[src/dtp_pkg.sv]
package dtp_pkg;

   // Register file addresses
   localparam logic [7:0] ADDR_PORT_DATA = 8'h03;
   localparam logic [7:0] ADDR_TIMER_MODE = 8'hf1;
   localparam logic [7:0] ADDR_SECOND_COUNT = 8'hf2;
   localparam logic [7:0] ADDR_SECOND_PRESCALE = 8'hf3;
   localparam logic [7:0] ADDR_FIRST_COUNT = 8'hf4;
   localparam logic [7:0] ADDR_FIRST_PRESCALE = 8'hf5;
   localparam logic [7:0] ADDR_INPUT_PORT_MODE = 8'hf7;
   localparam logic [7:0] ADDR_IRQ_REQUEST = 8'hfa;

   // Reset values
   localparam logic [7:0] TIMER_MODE_RESET = 8'h00;
   localparam logic [7:0] PRESCALE_RESET = 8'h00;
   localparam logic [7:0] COUNT_RESET = 8'h00;
   localparam logic [7:0] INPUT_PORT_MODE_RESET = 8'h00;
   localparam logic [5:0] IRQ_REQUEST_RESET = 6'h00;
   localparam logic [7:0] READ_ZERO = 8'h00;

   // timer_mode_control fields
   localparam int TMR_FIRST_LOAD_BIT = 0;
   localparam int TMR_FIRST_EN_BIT = 1;
   localparam int TMR_SECOND_LOAD_BIT = 2;
   localparam int TMR_SECOND_EN_BIT = 3;
   localparam int TMR_TIN_MODE_LSB = 4;
   localparam logic [7:0] TMR_WRITE_MASK = 8'h3a;

   // Prescale register fields
   localparam int PRE_CONT_BIT = 0;
   localparam int PRE_EXT_BIT = 1;
   localparam int PRE_RATIO_LSB = 2;

   // input_port_mode fields
   localparam int IPM_ANALOG_BIT = 1;

   // Interrupt request bits
   localparam int IRQ_SECOND_CMP_BIT = 0;
   localparam int IRQ_REF_FALL_BIT = 1;
   localparam int IRQ_FIRST_CMP_BIT = 2;
   localparam int IRQ_REF_RISE_BIT = 3;
   localparam int IRQ_FIRST_TIMER_BIT = 4;
   localparam int IRQ_SECOND_TIMER_BIT = 5;

   // Timing
   localparam int CLK_PERIOD_NS = 10;
   localparam int INTERNAL_DIV = 4;
   localparam int NOP_TIME_NS = 60;
   localparam int NOP_CYCLES = (NOP_TIME_NS + CLK_PERIOD_NS - 1) / CLK_PERIOD_NS;
   localparam int CMP_SETTLE_NOPS = 2;
   localparam int CMP_SETTLE_CYCLES = CMP_SETTLE_NOPS * NOP_CYCLES;
   localparam logic [1:0] DIV_LAST = 2'(INTERNAL_DIV - 1);
   localparam logic [4:0] CMP_SETTLE_LOAD = 5'(CMP_SETTLE_CYCLES);

   typedef enum logic [1:0] {
      TIN_FREE = 2'b00,
      TIN_GATE = 2'b01,
      TIN_TRIG_ONCE = 2'b10,
      TIN_TRIG_RETRIG = 2'b11
   } dtp_tin_mode_e;

   typedef enum logic [1:0] {
      CH_STOPPED = 2'b00,
      CH_COUNTING = 2'b01,
      CH_HALTED = 2'b10
   } dtp_ch_state_e;

   typedef struct packed {
      logic wr;
      logic rd;
      logic [7:0] addr;
      logic [7:0] wdata;
   } dtp_reg_req_s;

   typedef struct packed {
      logic [5:0] ratio;
      logic [7:0] init;
      logic cont;
   } dtp_ch_cfg_s;

endpackage

[src/dtp_timers.sv]
`timescale 1ns/1ps
// Functional notes
// - Two 8-bit counters, each with 6-bit prescaler.
// - Second prescaler internal or external; first internal.
// - Prescaler divides by one through sixty-four.
// - Prescaler ticks decrement counter from 1..256.
// - Both at terminal count raise timer interrupt.
// - Start, stop, resume, or restart from initial.
// - Single-pass halts at zero; modulo mode reloads.
// - Counters readable undisturbed; prescalers read as zero.
// - Second clock: internal divided by four, or external.
// - Timer input: clock, trigger, retrigger, or gate.
// - Lines 0 and 1 digital or comparator input; line 2 reads as zero while comparators are on.
// - Input lines feed port interrupts and timer input.
// - Second comparator both edges; first falling only.
// - Comparator outputs invalid two NOPs after enable.
// - Comparators route anywhere; disabled frees reference pin.
// - Comparators powered down in stop state.
// - Reset clears mode register and low prescaler bits.
// - Six request bits clear; reference line rising edge.
// - Port mode survives stop recovery via release pin.
module dtp_timers (
   input wire logic clk,
   input wire logic rst,
   input wire dtp_pkg::dtp_reg_req_s reg_req,
   output logic [7:0] reg_rdata,
   input wire logic [2:0] input_port_lines,
   input wire logic first_cmp_out,
   input wire logic second_cmp_out,
   input wire logic stop_state,
   input wire logic stop_release_pin,
   output logic comparator_power_en,
   output logic [5:0] irq_request,
   output logic [3:0] port_input_irqs,
   output logic first_timer_irq,
   output logic second_timer_irq
);

   typedef struct packed {
      logic [7:0] timer_mode;
      logic [7:0] first_pre;
      logic [7:0] second_pre;
      logic [7:0] first_init;
      logic [7:0] second_init;
      logic [7:0] port_mode;
      logic [5:0] irq_req;
      logic [3:0] port_irq;
      logic [1:0] div_cnt;
      logic [4:0] settle_cnt;
      logic [2:0] prev_lines;
      logic trig_seen;
      logic cmp_power;
      logic [7:0] rdata;
   } dtp_top_s;

   dtp_top_s s;
   dtp_top_s next_s;

   logic [7:0] first_count;
   logic [7:0] second_count;
   logic second_counting;
   logic first_term;
   logic second_term;
   logic first_restart;
   logic second_restart;
   logic first_run;
   logic second_run;
   logic int_tick;
   logic second_tick;
   logic analog;
   logic cmp_valid;
   logic [2:0] line_eff;
   logic [2:0] rise;
   logic [2:0] fall;
   logic tin;
   logic ext_src;
   logic trig_mode;
   logic trig_accept;
   logic sw_first_load;
   logic sw_second_load;
   logic [5:0] irq_set;
   logic [3:0] port_evt;
   logic [7:0] rd_value;
   dtp_pkg::dtp_tin_mode_e tin_mode;
   dtp_pkg::dtp_ch_cfg_s first_cfg;
   dtp_pkg::dtp_ch_cfg_s second_cfg;

   // Input lines and comparators
   always_comb begin
      analog = s.port_mode[dtp_pkg::IPM_ANALOG_BIT];
      cmp_valid = analog && (s.settle_cnt == 5'h00) && !stop_state;
      // An unsettled comparator holds its last level so no false edge appears
      line_eff[0] = analog ? (cmp_valid ? first_cmp_out : s.prev_lines[0]) : input_port_lines[0];
      line_eff[1] = analog ? (cmp_valid ? second_cmp_out : s.prev_lines[1]) : input_port_lines[1];
      // Reference pin is an ordinary line only while comparators are off
      line_eff[2] = analog ? 1'b0 : input_port_lines[2];
      rise = line_eff & ~s.prev_lines;
      fall = ~line_eff & s.prev_lines;
      port_evt = 4'h0;
      port_evt[dtp_pkg::IRQ_SECOND_CMP_BIT] = analog ? (rise[1] | fall[1]) : fall[1];
      port_evt[dtp_pkg::IRQ_REF_FALL_BIT] = !analog && fall[2];
      port_evt[dtp_pkg::IRQ_FIRST_CMP_BIT] = fall[0];
      port_evt[dtp_pkg::IRQ_REF_RISE_BIT] = !analog && rise[2];
      tin = line_eff[0];
   end

   // Timer sequencing
   always_comb begin
      tin_mode = dtp_pkg::dtp_tin_mode_e'(s.timer_mode[dtp_pkg::TMR_TIN_MODE_LSB +: 2]);
      ext_src = s.second_pre[dtp_pkg::PRE_EXT_BIT];
      int_tick = (s.div_cnt == dtp_pkg::DIV_LAST) && !stop_state;
      sw_first_load = reg_req.wr && (reg_req.addr == dtp_pkg::ADDR_TIMER_MODE)
         && reg_req.wdata[dtp_pkg::TMR_FIRST_LOAD_BIT];
      sw_second_load = reg_req.wr && (reg_req.addr == dtp_pkg::ADDR_TIMER_MODE)
         && reg_req.wdata[dtp_pkg::TMR_SECOND_LOAD_BIT];
      trig_mode = !ext_src && ((tin_mode == dtp_pkg::TIN_TRIG_ONCE) || (tin_mode == dtp_pkg::TIN_TRIG_RETRIG));
      // A one-shot trigger is ignored while its count is still running
      trig_accept = trig_mode && rise[0] && s.timer_mode[dtp_pkg::TMR_SECOND_EN_BIT]
         && ((tin_mode == dtp_pkg::TIN_TRIG_RETRIG) || !s.trig_seen || !second_counting);
      if (ext_src) begin
         second_tick = rise[0];
      end else if (tin_mode == dtp_pkg::TIN_GATE) begin
         second_tick = int_tick && tin;
      end else begin
         second_tick = int_tick;
      end
      first_restart = sw_first_load;
      second_restart = sw_second_load || trig_accept;
      first_run = s.timer_mode[dtp_pkg::TMR_FIRST_EN_BIT];
      second_run = s.timer_mode[dtp_pkg::TMR_SECOND_EN_BIT] && (!trig_mode || s.trig_seen);
      first_cfg.ratio = s.first_pre[dtp_pkg::PRE_RATIO_LSB +: 6];
      first_cfg.init = s.first_init;
      first_cfg.cont = s.first_pre[dtp_pkg::PRE_CONT_BIT];
      second_cfg.ratio = s.second_pre[dtp_pkg::PRE_RATIO_LSB +: 6];
      second_cfg.init = s.second_init;
      second_cfg.cont = s.second_pre[dtp_pkg::PRE_CONT_BIT];
   end

   // Read mux
   always_comb begin
      case (reg_req.addr)
         dtp_pkg::ADDR_TIMER_MODE: rd_value = s.timer_mode;
         dtp_pkg::ADDR_FIRST_COUNT: rd_value = first_count;
         dtp_pkg::ADDR_SECOND_COUNT: rd_value = second_count;
         dtp_pkg::ADDR_FIRST_PRESCALE: rd_value = dtp_pkg::READ_ZERO;
         dtp_pkg::ADDR_SECOND_PRESCALE: rd_value = dtp_pkg::READ_ZERO;
         dtp_pkg::ADDR_INPUT_PORT_MODE: rd_value = s.port_mode;
         dtp_pkg::ADDR_IRQ_REQUEST: rd_value = {2'b00, s.irq_req};
         dtp_pkg::ADDR_PORT_DATA: rd_value = {5'b00000, line_eff};
         default: rd_value = dtp_pkg::READ_ZERO;
      endcase
   end

   always_comb begin
      next_s = s;
      irq_set = {second_term, first_term, port_evt};
      next_s.port_irq = port_evt;
      next_s.prev_lines = line_eff;
      next_s.div_cnt = stop_state ? s.div_cnt : s.div_cnt + 2'h1;
      if (reg_req.rd) begin
         next_s.rdata = rd_value;
      end
      if (sw_second_load) begin
         next_s.trig_seen = 1'b0;
      end
      if (trig_accept) begin
         next_s.trig_seen = 1'b1;
      end
      if (reg_req.wr) begin
         case (reg_req.addr)
            // Load bits act once and are not stored
            dtp_pkg::ADDR_TIMER_MODE: next_s.timer_mode = reg_req.wdata & dtp_pkg::TMR_WRITE_MASK;
            dtp_pkg::ADDR_FIRST_PRESCALE: next_s.first_pre = reg_req.wdata;
            dtp_pkg::ADDR_SECOND_PRESCALE: next_s.second_pre = reg_req.wdata;
            dtp_pkg::ADDR_FIRST_COUNT: next_s.first_init = reg_req.wdata;
            dtp_pkg::ADDR_SECOND_COUNT: next_s.second_init = reg_req.wdata;
            dtp_pkg::ADDR_INPUT_PORT_MODE: begin
               next_s.port_mode = reg_req.wdata;
               if (reg_req.wdata[dtp_pkg::IPM_ANALOG_BIT] && !analog) begin
                  next_s.settle_cnt = dtp_pkg::CMP_SETTLE_LOAD;
               end
            end
            dtp_pkg::ADDR_IRQ_REQUEST: next_s.irq_req = reg_req.wdata[5:0];
            default: next_s.port_mode = s.port_mode;
         endcase
      end
      // A new event beats a clear written in the same cycle
      next_s.irq_req = next_s.irq_req | irq_set;
      if (stop_state) begin
         next_s.settle_cnt = dtp_pkg::CMP_SETTLE_LOAD;
      end else if (s.settle_cnt != 5'h00 && !(reg_req.wr && reg_req.addr == dtp_pkg::ADDR_INPUT_PORT_MODE)) begin
         next_s.settle_cnt = s.settle_cnt - 5'h01;
      end
      next_s.cmp_power = next_s.port_mode[dtp_pkg::IPM_ANALOG_BIT] && !stop_state;
      // Stop recovery restores timer state but leaves the port mode alone
      if (stop_release_pin) begin
         next_s.timer_mode = dtp_pkg::TIMER_MODE_RESET;
         next_s.first_pre[dtp_pkg::PRE_CONT_BIT] = 1'b0;
         next_s.second_pre[dtp_pkg::PRE_CONT_BIT] = 1'b0;
         next_s.second_pre[dtp_pkg::PRE_EXT_BIT] = 1'b0;
         next_s.irq_req = dtp_pkg::IRQ_REQUEST_RESET;
         next_s.trig_seen = 1'b0;
      end
   end

   always_ff @(posedge clk or posedge rst) begin
      if (rst) begin
         s.timer_mode <= dtp_pkg::TIMER_MODE_RESET;
         s.first_pre <= dtp_pkg::PRESCALE_RESET;
         s.second_pre <= dtp_pkg::PRESCALE_RESET;
         s.first_init <= dtp_pkg::COUNT_RESET;
         s.second_init <= dtp_pkg::COUNT_RESET;
         s.port_mode <= dtp_pkg::INPUT_PORT_MODE_RESET;
         s.irq_req <= dtp_pkg::IRQ_REQUEST_RESET;
         s.port_irq <= 4'h0;
         s.div_cnt <= 2'h0;
         s.settle_cnt <= 5'h00;
         s.prev_lines <= 3'h0;
         s.trig_seen <= 1'b0;
         s.cmp_power <= 1'b0;
         s.rdata <= dtp_pkg::READ_ZERO;
      end else begin
         s <= next_s;
      end
   end

   dtp_timer_channel u_first (
      .clk(clk),
      .rst(rst),
      .cfg(first_cfg),
      .restart(first_restart),
      .run(first_run),
      .tick(int_tick),
      .count(first_count),
      .counting(),
      .terminal(first_term)
   );

   dtp_timer_channel u_second (
      .clk(clk),
      .rst(rst),
      .cfg(second_cfg),
      .restart(second_restart),
      .run(second_run),
      .tick(second_tick),
      .count(second_count),
      .counting(second_counting),
      .terminal(second_term)
   );

   assign reg_rdata = s.rdata;
   assign comparator_power_en = s.cmp_power;
   assign irq_request = s.irq_req;
   assign port_input_irqs = s.port_irq;
   assign first_timer_irq = first_term;
   assign second_timer_irq = second_term;

endmodule

[src/dtp_timer_channel.sv]
`timescale 1ns/1ps
module dtp_timer_channel (
   input wire logic clk,
   input wire logic rst,
   input wire dtp_pkg::dtp_ch_cfg_s cfg,
   input wire logic restart,
   input wire logic run,
   input wire logic tick,
   output logic [7:0] count,
   output logic counting,
   output logic terminal
);

   typedef struct packed {
      dtp_pkg::dtp_ch_state_e state;
      logic [5:0] pre_cnt;
      logic [7:0] count;
      logic term;
   } dtp_ch_s;

   dtp_ch_s s;
   dtp_ch_s next_s;

   always_comb begin
      next_s = s;
      next_s.term = 1'b0;
      if (restart) begin
         next_s.pre_cnt = cfg.ratio;
         next_s.count = cfg.init;
         next_s.state = dtp_pkg::CH_COUNTING;
      end else begin
         case (s.state)
            dtp_pkg::CH_COUNTING: begin
               // Zero in either counter wraps, so it behaves as 64 or 256
               if (run && tick) begin
                  if (s.pre_cnt == 6'h01) begin
                     next_s.pre_cnt = cfg.ratio;
                     if (s.count == 8'h01) begin
                        next_s.term = 1'b1;
                        if (cfg.cont) begin
                           next_s.count = cfg.init;
                        end else begin
                           next_s.count = 8'h00;
                           next_s.state = dtp_pkg::CH_HALTED;
                        end
                     end else begin
                        next_s.count = s.count - 8'h01;
                     end
                  end else begin
                     next_s.pre_cnt = s.pre_cnt - 6'h01;
                  end
               end
            end
            dtp_pkg::CH_STOPPED: begin
               next_s.state = dtp_pkg::CH_STOPPED;
            end
            dtp_pkg::CH_HALTED: begin
               next_s.state = dtp_pkg::CH_HALTED;
            end
            default: begin
               next_s.state = dtp_pkg::CH_STOPPED;
            end
         endcase
      end
   end

   always_ff @(posedge clk or posedge rst) begin
      if (rst) begin
         s <= '{state: dtp_pkg::CH_STOPPED, pre_cnt: 6'h00, count: dtp_pkg::COUNT_RESET, term: 1'b0};
      end else begin
         s <= next_s;
      end
   end

   assign count = s.count;
   assign counting = (s.state == dtp_pkg::CH_COUNTING);
   assign terminal = s.term;

endmodule

[config.mk]
export PLATFORM = sky130hd
export DESIGN_NAME = dtp_timers
export DESIGN_NICKNAME = d
export VERILOG_FILES = /design/src/dtp_pkg.sv /design/src/dtp_timers.sv /design/src/dtp_timer_channel.sv
export SDC_FILE = /design/constraint.sdc
export NUM_CORES = 1
export LEC_CHECK = 0
export BUFFER_PORTS_ARGS = -buffer_cell sky130_fd_sc_hd__buf_2
export CAP_MARGIN = 20
export CORE_MARGIN = 5
export CORE_UTILIZATION = 45
export CTS_CLUSTER_SIZE = 30
export DETAILED_ROUTE_END_ITERATION = 16
export SYNTH_ARGS = -nofsm -noshare
export SYNTH_HDL_FRONTEND = slang
export SYNTH_SLANG_ARGS = --single-unit
export TNS_END_PERCENT = 20
[constraint.sdc]
create_clock -name clk -period 3.99 [get_ports clk]
set_input_delay 0.1995 -clock clk [delete_from_list [all_inputs] [get_ports clk]]
set_output_delay 0.1995 -clock clk [all_outputs]
set_load 0.01 [all_outputs]
==> metrics list <==
* YS warnings: 0
* Count of nets after finishing: 660
* Number of nets with antenna violations after routing: 0
- Count of non-filler cells in the finished layout: ~790
- Most instantiated cells after synthesis: sky130_fd_sc_hd__dfrtp_1 (107), sky130_fd_sc_hd__nor2_1 (55), sky130_fd_sc_hd__nand2_1 (49)
- Number of flops mapped to enable cells by yosys: 0
- For this run, the leading register cell type out of synthesis is sky130_fd_sc_hd__dfrtp_1.
* Maximum number of buffers from clock root to sink: 2
- In the global route stage, overall resource usage came out at 0.200.
- After detailed routing, the number of remaining DRC violations is 0.
- The congestion estimate from routability-driven global placement came to 0.901.
- Violation count after the first detailed-routing iteration: 492
* Largest fanout of any net on the critical path: 15
* Depth of the worst register-to-register path: 8
- Final WS setup: 1250 ps
- At the placement stage, the worst setup path has a slack of 1250 ps.
- GRT met2 Usage: 0.314
- Total I/O pin count: 48
* Pin count of the biggest net entering global routing: 78
- Slew at the pin closest to its max-slew limit: approximately 940 ps
* Grt met1 use: 0.279
* Unrepaired setup endpoints after global routing: no
- Detailed placement ended at an HPWL of 10.3 mm.
- Number of rows created at floorplan: 41
* Total vias in the final route: between 4,000 and 5,000
- Critical path data arrival time: 2980 ps
- The H-tree generated during clock tree synthesis spans 3 levels.
* Number of max-cap violations: 0
* Die Footprint: 15,400 um2
- Port Buf Inserts: between 40 and 50
* Layout cells sized above 1: 0.195
- Final worst path period need: approximately 2700 ps
- Core area: 12,700 um2
* Buffer type at the clock tree root: sky130_fd_sc_hd__clkbuf_16
- Register-to-register setup slack: 1250 ps
- Via density per instance: 5.78
- TritonCTS Buffers: 9
- In the final routed layout, each cell accounts on average for between 15 and 20 um.
* Final-layout setup total negative slack: 0 ps
- Count leader, synth: sky130_fd_sc_hd__dfrtp_1
- Die outline height: 124 um
- The initial utilization of the core area, before any placement, comes to 0.461.
- From left edge to right edge, the die measures approximately 120 um.
* Filler cells: between 1,000 and 1,500
- Tracing the worst setup path back leads to its startpoint at s[13]$_DFFE_PP0P_.
- Of the synthesized area, sequential elements account for 0.456.
- The share of synthesized area in the top cell type comes to 0.456.
* Post-CTS Hold Buffers: 0
* Antenna Diode Count: 0
* Post-CTS Repair Setup Buffers: 0
- Slew margin rel.: 0.367
- The via count of the first global-routing pass was about 4,400.
- Clock skew after layout: 4.70 ps
- Result of the run: complete, no violations
- The final count of hold timing violations was 0.
* Detailed-routing iteration count for the pre-antenna-repair pass: 4
- Total Power Consumption: 0.00237 W
* Area Growth Syn to Fin: 9.53%
- Average instance area after synthesis: 9.76 um2
* Met3 Resource Use GR: 0.0304
- Counting distinct cell types in the post-synthesis netlist gives 67.
* Post-Place Cells: 776
* Max VDD drop: 191 uV
- Of all cell types, the one taking the most synthesized area is sky130_fd_sc_hd__dfrtp_1.
- The min-delay analysis places its worst path in the category primary input to flop.
* GRT overflow: 0
- Asr flop ratio synth: 1.00
- Worst-skew pair later-pin latency: 350 ps
- Cells traversed along the worst timing path: inv_1 -> ha_1 -> nor4b_4 -> nand3b_2 -> mux2_4 -> o21ai_2 -> nor2_1 -> o221a_2
- The worst setup path is of the flop to flop kind.
- In this run, synthesis produced a sequential element count of 107.
- Largest incremental delay on the critical path: 630 ps
- Final Max Slew Viols: 0
- Post-synthesis net count: 644
- For this block, the routed nets add up to 14.5 mm of wire.
* Static Leakage: between 3 and 4 nW
- Beginning of the worst hold path: stop_state
* Data required, critical path: about 4200 ps
- On the critical path, the stage with the largest delay is an instance of sky130_fd_sc_hd__o21ai_2.
- After global routing, the most crowded layer is met2.
* Endpoint class of the critical path: flop
- Of the available clock period, the critical path in the final layout requires 0.687.
- Derived from the worst setup path, the maximum achievable clock frequency is ~0.36 GHz.
- STA classifies the critical path startpoint as a flop.
- Total standard cell area after synthesis: approximately 5900 um2
- The first global-routing pass estimated 23.5 mm of wire.
* Synthesized instance count: 601
* Critical R2R Capture: u_second.s[12]$_DFFE_PP0P_
- Setup violations remaining at the end of the flow were counted as 0.
* Reg-to-Reg Start: s[13]$_DFFE_PP0P_
- Once the clock tree was built, the resizer swapped 0 gates to a different size.
* Clock slew at reported path FFs: 70 ps
* Ratio of total power to cell area: 368 nW/um2
- Across all hold checks on the routed design, the worst slack comes to 130 ps.
* CTS tree: yes
* Antenna violations before repair: 0
- By area the synthesized netlist is led by sky130_fd_sc_hd__dfrtp_1 (46%), sky130_fd_sc_hd__mux2_2 (7.5%), sky130_fd_sc_hd__nor2_1 (3.5%).
* End point of the critical path: u_second.s[12]$_DFFE_PP0P_
* Clock sink total: 107
## report_power, final
part / internal (W) / leakage [nW] / switching [W]
combinational: 0.000111 / 1.44 / 0.000145
sequential: 0.00115 / 1.42 / 0.0000542
clock: 0.000518 / 0.146 / 0.000391
total: 0.00178 / 3.00 / 0.000590
## cell type report
cell class                 instances  area, um2  area share
clock inverter                     2       35.0     0.00545
clock buffer                      13        260      0.0405
multi-input combinational        417       2830       0.440
tap                              172        215      0.0335
inverter                          30        115      0.0179
timing repair buffer              52        295      0.0460
sequential                       107       2680       0.417
## stage by stage
stage	cell area (um2)	utilization
after floorplan	5870	-
after global placement	6090	0.479
after detailed placement	6090	0.479
after CTS	6390	0.502
after global routing	6430	0.505
final	6430	0.505
## routing by layer
layer  part of all wire  vias up
met3              0.042       13
met4              0.016        0
li1                   -     2174
met5                  0        -
met2               0.48      100
met1               0.46     2295
## worst max-delay path, delay by kind of cell (launching register included)
family,cells,cell delay [ps]
compound gates,2,940
simple gates,3,670
flops,1,400
mux,1,370
fa+ha+maj,1,150
buf+inv,1,90
## worst min-delay path by stage
| stage | end | slack, ps | cells after the start |
|---|---|---|---|
| detailed placement | port_input_irqs[1]$_DFF_PP0_ | 460 | 2 |
| global route | s[12]$_DFF_PP0_ | 150 | 3 |
| floorplan | irq_request[1]$_DFF_PP0_ | 260 | 1 |
| finish | comparator_power_en$_DFF_PP0_ | 130 | 2 |
| CTS | s[14]$_DFFE_PP0P_ | 120 | 2 |
| global placement | s[18]$_DFFE_PP0N_ | 460 | 1 |
## cells by family after synthesis
group	count (synthesis)	share of synthesized area
xor+xnor	12	0.0179
fa+ha+maj	16	0.0341
simple gates	198	0.170
compound gates	132	0.151
buf+inv	77	0.0616
flops	107	0.456
mux	59	0.110
## layout by cell type, fill, tap and decap left out, types with 4 or more instances in the layout
cell / instances
sky130_fd_sc_hd__a211oi_1: 4
sky130_fd_sc_hd__a21oi_1: 33
sky130_fd_sc_hd__a222oi_1: 5
sky130_fd_sc_hd__a22oi_1: 4
sky130_fd_sc_hd__a31oi_1: 10
sky130_fd_sc_hd__and2_1: 4
sky130_fd_sc_hd__and3_1: 10
sky130_fd_sc_hd__buf_2: 47
sky130_fd_sc_hd__clkbuf_16: 9
sky130_fd_sc_hd__dfrtp_1: 107
sky130_fd_sc_hd__ha_1: 16
sky130_fd_sc_hd__inv_1: 29
sky130_fd_sc_hd__mux2_2: 39
sky130_fd_sc_hd__mux2i_1: 19
sky130_fd_sc_hd__nand2_1: 49
sky130_fd_sc_hd__nand2b_1: 7
sky130_fd_sc_hd__nand3_1: 16
sky130_fd_sc_hd__nand4_1: 10
sky130_fd_sc_hd__nor2_1: 55
sky130_fd_sc_hd__nor2b_1: 5
sky130_fd_sc_hd__nor3_1: 12
sky130_fd_sc_hd__o21ai_0: 31
sky130_fd_sc_hd__or2_2: 4
sky130_fd_sc_hd__or3_1: 6
sky130_fd_sc_hd__or4_1: 4
sky130_fd_sc_hd__xnor2_1: 8
sky130_fd_sc_hd__xor2_1: 4
## sequential cells by signal, summed over array words and instances, names as in the netlist
register             flops
ext_src                  1
comparator_power_en      1
u_first.s                8
first_run                1
first_cfg               15
port_input_irqs          4
analog                   1
s                       36
irq_request              6
u_first.terminal         1
u_second.count           8
reg_rdata                8
u_second.s               8
u_first.count            8
u_second.terminal        1
No activity file was read; power rests on OpenSTA's default activity.
